## src/logic/slim_defs.svh

```systemverilog
// offsets, field positions, reset values and timing counts of the line interface
`ifndef SLIM_DEFS_SVH
`define SLIM_DEFS_SVH
`define SLIM_OFF_CTRL 4'h0
`define SLIM_OFF_STATUS 4'h1
`define SLIM_OFF_STX_DATA 4'h2
`define SLIM_OFF_SRX_DATA 4'h3
`define SLIM_OFF_ATX_DATA 4'h4
`define SLIM_OFF_ARX_DATA 4'h5
`define SLIM_OFF_ARX_CLEAR 4'h6
`define SLIM_CTRL_REFRAME 0
`define SLIM_CTRL_LEN_LO 1
`define SLIM_CTRL_LEN_HI 2
`define SLIM_STATUS_SRV 5
`define SLIM_CTRL_LEN_RST 2'h3
`define SLIM_STX_RST 10'h001
`define SLIM_SRX_MARK 9'h001
`define SLIM_ASY_RST 10'h3ff
`define SLIM_IDLE_CHAR 8'h16
`define SLIM_ASY_N 8'h10
`define SLIM_ASY_HALF 8'h08
`define SLIM_LEN_BASE 4'h5
`define SLIM_MAX_BIT_BPS 150
`define SLIM_MAX_SYNC_BPS 4800
`endif

```

## src/logic/slim_pkg.sv

```systemverilog
// types shared by the line interface
package slim_pkg;
	typedef enum logic [1:0] {
		ATX_IDLE = 2'b00,
		ATX_WAIT = 2'b01,
		ATX_PULSE = 2'b10,
		ATX_SEND = 2'b11
	} slim_atx_e;
	typedef struct packed {
		logic srv_req;
		logic srx_frame;
		logic srx_full;
		logic arx_full;
		logic atx_empty;
		logic stx_empty;
	} slim_status_s;
	typedef struct packed {
		logic wr;
		logic rd;
		logic [3:0] addr;
		logic [7:0] wdata;
	} slim_req_s;
endpackage

```

## src/logic/slim_line_if.sv

```systemverilog
// serial line interface: sync tx/rx, async start/stop tx/rx, register port
//
// Implementation choices: the address-and-strobe port and the address map.
`include "slim_defs.svh"

module slim_line_if
	import slim_pkg::*;
(
	input wire logic clk,
	input wire logic reset_n,
	input wire logic ce,
	input wire logic [3:0] addr,
	input wire logic [7:0] wdata,
	input wire logic wr,
	input wire logic rd,
	output logic [7:0] rdata,
	input wire logic stx_clk,
	output logic stx_line,
	input wire logic srx_clk,
	input wire logic srx_data,
	input wire logic tick,
	input wire logic arx_line,
	output logic atx_line,
	output logic cycle_req
);
	// ----------------------------------------
	// pin synchronisers
	// ----------------------------------------
	// each pin: two stages, third stage only for edge finding
	logic [4:0] pin_in;
	logic [4:0] pin_s1_r;
	logic [4:0] pin_s2_r;
	logic [4:0] pin_s3_r;
	assign pin_in = {arx_line, tick, srx_data, srx_clk, stx_clk};
	genvar gi;
	generate
		for (gi = 0; gi < 5; gi++) begin : g_sync
			always_ff @(posedge clk) begin
				if (!reset_n) begin
					pin_s1_r[gi] <= 1'b1;
					pin_s2_r[gi] <= 1'b1;
					pin_s3_r[gi] <= 1'b1;
				end else if (ce) begin
					pin_s1_r[gi] <= pin_in[gi];
					pin_s2_r[gi] <= pin_s1_r[gi];
					pin_s3_r[gi] <= pin_s2_r[gi];
				end
			end
		end
	endgenerate
	logic stx_rise;
	logic srx_rise;
	logic srx_bit;
	logic tick_rise;
	logic arx_bit;
	assign stx_rise = pin_s2_r[0] & ~pin_s3_r[0];
	assign srx_rise = pin_s2_r[1] & ~pin_s3_r[1];
	assign srx_bit = pin_s2_r[2];
	assign tick_rise = pin_s2_r[3] & ~pin_s3_r[3];
	assign arx_bit = pin_s2_r[4];

	// ----------------------------------------
	// register port decode
	// ----------------------------------------
	slim_req_s req;
	assign req = '{wr: wr, rd: rd, addr: addr, wdata: wdata};
	logic [1:0] len_r;
	logic [3:0] len;
	logic [3:0] ind;
	assign len = `SLIM_LEN_BASE + {2'h0, len_r};
	assign ind = len + 4'h1;
	logic wr_ctrl;
	logic wr_status;
	logic wr_stx;
	logic wr_atx;
	logic wr_aclr;
	logic rd_srx;
	assign wr_ctrl = ce & req.wr & (req.addr == `SLIM_OFF_CTRL);
	assign wr_status = ce & req.wr & (req.addr == `SLIM_OFF_STATUS);
	assign wr_stx = ce & req.wr & (req.addr == `SLIM_OFF_STX_DATA);
	assign wr_atx = ce & req.wr & (req.addr == `SLIM_OFF_ATX_DATA);
	assign wr_aclr = ce & req.wr & (req.addr == `SLIM_OFF_ARX_CLEAR);
	assign rd_srx = ce & req.rd & (req.addr == `SLIM_OFF_SRX_DATA);

	always_ff @(posedge clk) begin
		if (!reset_n) begin
			len_r <= `SLIM_CTRL_LEN_RST;
		end else if (wr_ctrl) begin
			len_r <= req.wdata[`SLIM_CTRL_LEN_HI:`SLIM_CTRL_LEN_LO];
		end
	end

	// ----------------------------------------
	// synchronous transmitter
	// ----------------------------------------
	logic [9:0] stx_sr_r;
	logic stx_empty;
	logic stx_load;
	logic stx_shift;
	assign stx_empty = (stx_sr_r[9:2] == 8'h00);
	assign stx_load = wr_stx & stx_empty;
	// shifting stops once the marker sits in the line stage (bit 0), so the line rests at mark
	assign stx_shift = ce & stx_rise & (|stx_sr_r[9:1]);
	always_ff @(posedge clk) begin
		if (!reset_n) begin
			stx_sr_r <= `SLIM_STX_RST;
		end else if (stx_load) begin
			stx_sr_r <= {1'b1, req.wdata, stx_sr_r[0]};
		end else if (stx_shift) begin
			stx_sr_r <= {1'b0, stx_sr_r[9:1]};
		end
	end
	assign stx_line = stx_sr_r[0];

	// ----------------------------------------
	// synchronous receiver
	// ----------------------------------------
	logic [8:0] srx_sr_r;
	logic srx_frame_r;
	logic srv_req_r;
	logic srx_full;
	logic [8:0] srx_next;
	logic srx_lock_evt;
	assign srx_full = srx_frame_r & srx_sr_r[8];
	assign srx_next = {srx_sr_r[7:0], srx_bit};
	always_ff @(posedge clk) begin
		if (!reset_n) begin
			srx_sr_r <= `SLIM_SRX_MARK;
			srx_frame_r <= 1'b0;
		end else if (wr_ctrl & req.wdata[`SLIM_CTRL_REFRAME] & ~srx_lock_evt) begin
			srx_frame_r <= 1'b0;
		end else if (rd_srx & srx_full) begin
			srx_sr_r <= `SLIM_SRX_MARK;
		end else if (ce & srx_rise & ~srx_full) begin
			if (!srx_frame_r && srx_next[7:0] == `SLIM_IDLE_CHAR) begin
				srx_frame_r <= 1'b1;
				srx_sr_r <= `SLIM_SRX_MARK;
			end else begin
				srx_sr_r <= srx_next;
			end
		end
	end
	// a lock in the same cycle as a reframe write wins over the reframe
	assign srx_lock_evt = ce & srx_rise & ~srx_full & ~srx_frame_r & (srx_next[7:0] == `SLIM_IDLE_CHAR);
	// sticky; a new request in the clearing cycle survives
	always_ff @(posedge clk) begin
		if (!reset_n) begin
			srv_req_r <= 1'b0;
		end else if (srx_lock_evt) begin
			srv_req_r <= 1'b1;
		end else if (wr_status & req.wdata[`SLIM_STATUS_SRV]) begin
			srv_req_r <= 1'b0;
		end
	end

	// ----------------------------------------
	// asynchronous receiver
	// ----------------------------------------
	logic [9:0] arx_sr_r;
	logic [7:0] arx_cnt_r;
	logic arx_run_r;
	logic arx_frame_r;
	logic arx_full_r;
	logic arx_done;
	assign arx_done = arx_run_r & ~arx_frame_r & ~arx_sr_r[ind];
	always_ff @(posedge clk) begin
		if (!reset_n) begin
			arx_sr_r <= `SLIM_ASY_RST;
			arx_cnt_r <= 8'h00;
			arx_run_r <= 1'b0;
			arx_frame_r <= 1'b0;
			arx_full_r <= 1'b0;
		end else if (wr_aclr & ~arx_done) begin
			// a character finishing in the clear cycle is kept, set wins
			arx_sr_r <= `SLIM_ASY_RST;
			arx_full_r <= 1'b0;
			arx_run_r <= 1'b0;
			arx_frame_r <= 1'b0;
			arx_cnt_r <= 8'h00;
		end else if (ce) begin
			if (arx_done) begin
				arx_run_r <= 1'b0;
				arx_full_r <= 1'b1;
				arx_cnt_r <= 8'h00;
			end else if (!arx_run_r) begin
				// held full, no new hunt until cleared
				if (!arx_full_r && !arx_bit) begin
					arx_run_r <= 1'b1;
					arx_cnt_r <= 8'h00;
				end
			end else if (!arx_frame_r) begin
				if (arx_bit) begin
					arx_run_r <= 1'b0;
					arx_cnt_r <= 8'h00;
				end else if (tick_rise) begin
					if (arx_cnt_r == `SLIM_ASY_HALF - 8'h01) begin
						arx_sr_r <= {arx_sr_r[8:0], arx_bit};
						arx_frame_r <= 1'b1;
						arx_cnt_r <= 8'h00;
					end else begin
						arx_cnt_r <= arx_cnt_r + 8'h01;
					end
				end
			end else if (tick_rise) begin
				if (arx_cnt_r == `SLIM_ASY_N - 8'h01) begin
					arx_sr_r <= {arx_sr_r[8:0], arx_bit};
					arx_cnt_r <= 8'h00;
					if (!arx_sr_r[ind - 4'h1]) begin
						arx_frame_r <= 1'b0;
					end
				end else begin
					arx_cnt_r <= arx_cnt_r + 8'h01;
				end
			end
		end
	end
	logic [7:0] arx_data;
	always_comb begin
		arx_data = 8'h00;
		for (int k = 0; k < 8; k++) begin
			if (4'(k) < len) begin
				arx_data[k] = arx_sr_r[len - 4'(k)];
			end
		end
	end

	// ----------------------------------------
	// asynchronous transmitter
	// ----------------------------------------
	slim_atx_e atx_st_r;
	logic [7:0] atx_cnt_r;
	logic [7:0] atx_hold_r;
	logic [9:0] atx_sr_r;
	logic [3:0] atx_bits_r;
	logic atx_bit_evt;
	logic atx_empty;
	logic [9:0] atx_frame;
	assign atx_empty = (atx_st_r == ATX_IDLE);
	assign atx_bit_evt = ce & tick_rise & (atx_cnt_r == `SLIM_ASY_N - 8'h01) & ~atx_empty;
	always_comb begin
		atx_frame = `SLIM_ASY_RST;
		atx_frame[0] = 1'b0;
		for (int k = 0; k < 8; k++) begin
			if (4'(k) < len) begin
				atx_frame[k + 1] = atx_hold_r[k];
			end
		end
	end
	// counter only sees timing pulses while a character is offered
	always_ff @(posedge clk) begin
		if (!reset_n) begin
			atx_cnt_r <= 8'h00;
		end else if (ce) begin
			if (atx_empty || atx_bit_evt) begin
				atx_cnt_r <= 8'h00;
			end else if (tick_rise) begin
				atx_cnt_r <= atx_cnt_r + 8'h01;
			end
		end
	end
	always_ff @(posedge clk) begin
		if (!reset_n) begin
			atx_st_r <= ATX_IDLE;
			atx_hold_r <= 8'h00;
			atx_sr_r <= `SLIM_ASY_RST;
			atx_bits_r <= 4'h0;
		end else if (ce) begin
			case (atx_st_r)
				ATX_IDLE: begin
					if (wr_atx) begin
						atx_hold_r <= req.wdata;
						atx_st_r <= ATX_WAIT;
					end
				end
				ATX_WAIT: begin
					if (atx_bit_evt) begin
						atx_st_r <= ATX_PULSE;
					end
				end
				ATX_PULSE: begin
					if (atx_bit_evt) begin
						atx_sr_r <= atx_frame;
						atx_bits_r <= 4'h0;
						atx_st_r <= ATX_SEND;
					end
				end
				ATX_SEND: begin
					if (atx_bit_evt) begin
						atx_sr_r <= {1'b1, atx_sr_r[9:1]};
						atx_bits_r <= atx_bits_r + 4'h1;
						if (atx_bits_r == len) begin
							atx_st_r <= ATX_IDLE;
						end
					end
				end
				default: begin
					atx_st_r <= ATX_IDLE;
				end
			endcase
		end
	end
	assign atx_line = atx_sr_r[0];

	// ----------------------------------------
	// status, read data, memory request
	// ----------------------------------------
	slim_status_s status;
	assign status = '{srv_req: srv_req_r, srx_frame: srx_frame_r, srx_full: srx_full,
		arx_full: arx_full_r, atx_empty: atx_empty, stx_empty: stx_empty};
	always_ff @(posedge clk) begin
		if (!reset_n) begin
			rdata <= 8'h00;
		end else if (ce) begin
			rdata <= 8'h00;
			if (req.rd) begin
				case (req.addr)
					`SLIM_OFF_CTRL: rdata <= {5'h00, len_r, 1'b0};
					`SLIM_OFF_STATUS: rdata <= {2'h0, status};
					`SLIM_OFF_SRX_DATA: rdata <= srx_sr_r[7:0];
					`SLIM_OFF_ARX_DATA: rdata <= arx_data;
					default: rdata <= 8'h00;
				endcase
			end
		end
	end
	always_ff @(posedge clk) begin
		if (!reset_n) begin
			cycle_req <= 1'b0;
		end else if (ce) begin
			cycle_req <= stx_empty | atx_empty | arx_full_r | srx_full;
		end
	end
endmodule

```

## config.mk

```make
export PLATFORM = sky130hd
export DESIGN_NAME = slim_line_if
export DESIGN_NICKNAME = d
export VERILOG_FILES = /design/src/logic/slim_pkg.sv /design/src/logic/slim_line_if.sv
export VERILOG_INCLUDE_DIRS = /design/src /design/src/logic
export SDC_FILE = /design/constraint.sdc
export NUM_CORES = 1
export LEC_CHECK = 0
export ABC_AREA = 1
export BUFFER_PORTS_ARGS = -buffer_cell sky130_fd_sc_hd__buf_2
export CAP_MARGIN = 20
export CORE_AREA = 2 2 123 125
export CTS_CLUSTER_DIAMETER = 150
export DETAILED_ROUTE_END_ITERATION = 10
export DIE_AREA = 0 0 125 127
export SETUP_SLACK_MARGIN = 0.3
export SLEW_MARGIN = 25
export SYNTH_ARGS = -nofsm -noshare
export SYNTH_HDL_FRONTEND = slang
export SYNTH_SLANG_ARGS = --single-unit
export TNS_END_PERCENT = 20
```

## constraint.sdc

```tcl
create_clock -name clk -period 3.1 [get_ports clk]
set_clock_uncertainty 0.1 [all_clocks]
set_input_delay 0.465 -clock clk [delete_from_list [all_inputs] [get_ports clk]]
set_output_delay 0.465 -clock clk [all_outputs]
set_load 0.05 [all_outputs]
```

==> metrics.yaml <==
outcome: "finished, final reports clean"
hpwlAfterDp_um: 9840
end_kind: "flop"
hold_viol: 0
netlist_top_cells_area: "dfxtp_1 (37%), nand2_1 (14%), nand3_1 (9.6%), a21oi_1 (5.8%), inv_1 (5.7%)"
cap_violations: 0
drc: 0
io_pins: 33
clock_sinks: 97
setup_tns_ps: 0
slew_headroom_pct: 51.5
yosysUniqueCellTypes: 41
synth_warnings: 0
antenna_left: 0
antenna_cells: 0
grt_max_degree: 39
synth_top_cell_area_share_pct: 36.9
clock_latency_ps: 350
ys_seq_area_share_pct: 36.9
floorplan.initialDensity_pct: 36.5
portBuffers: 32
synth_top_area_cell: "dfxtp_1"
syn_to_final_growth_pct: 11.9
worstPathArrival_ps: 2730
chipHeight_um: 127
cp_data_required_time_ps: 3240
min_path_cells: 3
dieArea_um2: 15900
total_leakage_power_nw: 2.59
cts_buffer_depth: 2
path_clk_slew_ps: 70
critPathKind: "flop to flop"
fmax_mhz: 385
layout-drive-gt1-share_pct: 11.0
worst_pin_slew_ps: 727
netlist_area_um2: 5260
grt_antenna_before_repair: 0
overflow: 0
p_per_area_nw_per_um2: 457
numCtsBuffers: 9
min_period_ps: 2600
gp_congestion: 0.914
synth_xor_area_share_pct: 0.832
cts_max_level: 3
nNetsFinal: 845
start_kind: "flop"
hold_slack_ps: 221
syn_nets: 816
ys_seq_elements: 97
reg2reg_depth: 12
vias: 5044
setup_violations: 0
hold_path.class: "input port to flop"
synthSimpleGateAreaFrac_pct: 35.0
postSynthAreaPerCell_um2: 6.76
synth-adder-area-share_pct: 3.57
drt_iter0_drc: 353
fin_crit_sh_pct: 83.8
grt_pass1_wl_um: 22700
synthCells: 779
path_max_fanout: 13
layout_commonest_cell: "nand2_1"
cts_tree: "built"
wl_per_cell_um: 13.5
final_cell_mix: "nand2_1 (194), nand3_1 (101), dfxtp_1 (97), inv_1 (80), nor2_1 (67)"
fp.dieW_um: 125
synthMuxAreaShare_pct: 0
core-area_um2: 14400
slew_violations: 0
drt_wl_total_um: 13500
grt_pass1_vias: 4717
max-vdd-ir-drop_v: 0.000256
grt_setup_unrepaired: "no"
track_usage_pct: 17.3
synth_top_family_by_area: "simple AND/OR/NAND/NOR gates"
root_buffer: "clkbuf_16"
synth-compound-area-share_pct: 14.2
post_cts_buffers: 0
first_pass_iters: 5
num_rows: 44
post_drt_via_cell_ratio: 5.06
## cells in the mapped netlist
cell,instances
o2111ai_1,2
a21o_1,1
buf_6,7
xor2_1,3
nor2_2,4
a211oi_1,2
o211ai_1,10
clkinv_1,1
clkinv_4,1
o21ai_1,2
a31oi_1,1
buf_1,2
ha_1,15
nor2_1,67
xnor2_1,2
inv_1,80
nand4_1,12
and2_1,1
nand2_4,1
a21oi_1,61
buf_2,4
nand3_1,101
nor3_1,19
nand3_2,6
nand2_1,194
nor3_4,1
inv_2,4
o22ai_1,3
clkbuf_1,13
dfxtp_1,97
or2_2,1
a21oi_4,2
o21bai_1,3
buf_4,2
nand2_2,6
nor4_1,3
o21ai_0,39
a211oi_2,1
o31ai_1,2
nor3b_1,1
o21a_1,2
## metrics by stage
step / instance area [µm²] / setup WS (ps) / utilization [%] / total power, mW / cells
floorplan: 5260 / 742 / - / 1.52 / 779
global placement: 5590 / 480 / 38.7 / 1.60 / 981
detailed placement: 5590 / 420 / 38.7 / 1.60 / 981
CTS: 5880 / 416 / 40.8 / 2.72 / 996
global route: 5890 / 320 / 40.8 / 2.81 / 996
finish: 5890 / 502 / 40.8 / 2.69 / 996
## where the power goes
part / switching (mW) / internal [mW] / total (mW)
clock network: 0.494 / 0.629 / 1.12
logic: 0.179 / 0.0868 / 0.266
registers: 0.0273 / 1.28 / 1.31
total: 0.701 / 1.99 / 2.69
## worst max-delay path: stages, from the launching register on
cell      delay, ps
dfxtp_1         460
inv_2            60
ha_2            460
clkinv_4        110
nand2_1         130
nand2_2          90
nand2_1          70
nor2_1           60
a21oi_4         150
nand2_4         130
a21oi_4         330
buf_4           240
nand3_1          80
## kinds of logic after synthesis
family	after synthesis
xor gates and xnor gates	5
adders and majority gates	15
AOI/OAI and AO/OA	131
buffers and inverters	114
and+or+nand+nor	417
DFF	97
## flip-flops by register name, indices dropped and copies added, names as in the netlist, 8 cells and up
name,cells
arx_sr_r,10
stx_sr_r,10
atx_sr_r,9
srx_sr_r,9
arx_cnt_r,8
atx_cnt_r,8
atx_hold_r,8
rdata,8
## layout make-up
cell class | instances | area (µm²)
inverter | 86 | 328
tap | 184 | 230
clock buffer | 10 | 229
timing repair buffer | 46 | 265
clock inverter | 5 | 63.8
sequential | 97 | 1940
multi-input combinational | 568 | 2830
fill | 1528 | 8530
## worst paths after layout
| check | start | end | slack [ps] |
|---|---|---|---|
| setup / recovery | len_r[0] | arx_sr_r[6] | 500 |
| hold / removal | stx_clk | pin_s1_r[0] | 220 |
| setup reg to reg | len_r[0] | arx_sr_r[6] | 500 |
| hold reg to reg | atx_hold_r[5] | atx_hold_r[5] | 360 |
## layer usage
layer,vias to the layer above,GRT usage [%],part of all wire [%]
li1,2626,-,-
met1,2298,23.4,48
met2,102,28.2,46
met3,18,2.68,4.5
met4,0,5.88,1.6
met5,-,0,0
## timing repair
action	CTS	global route
endpoints found under the setup margin	0	12
hold buffers	0	0
gates resized for setup	0	2
(Power assumes the default switching activity.)
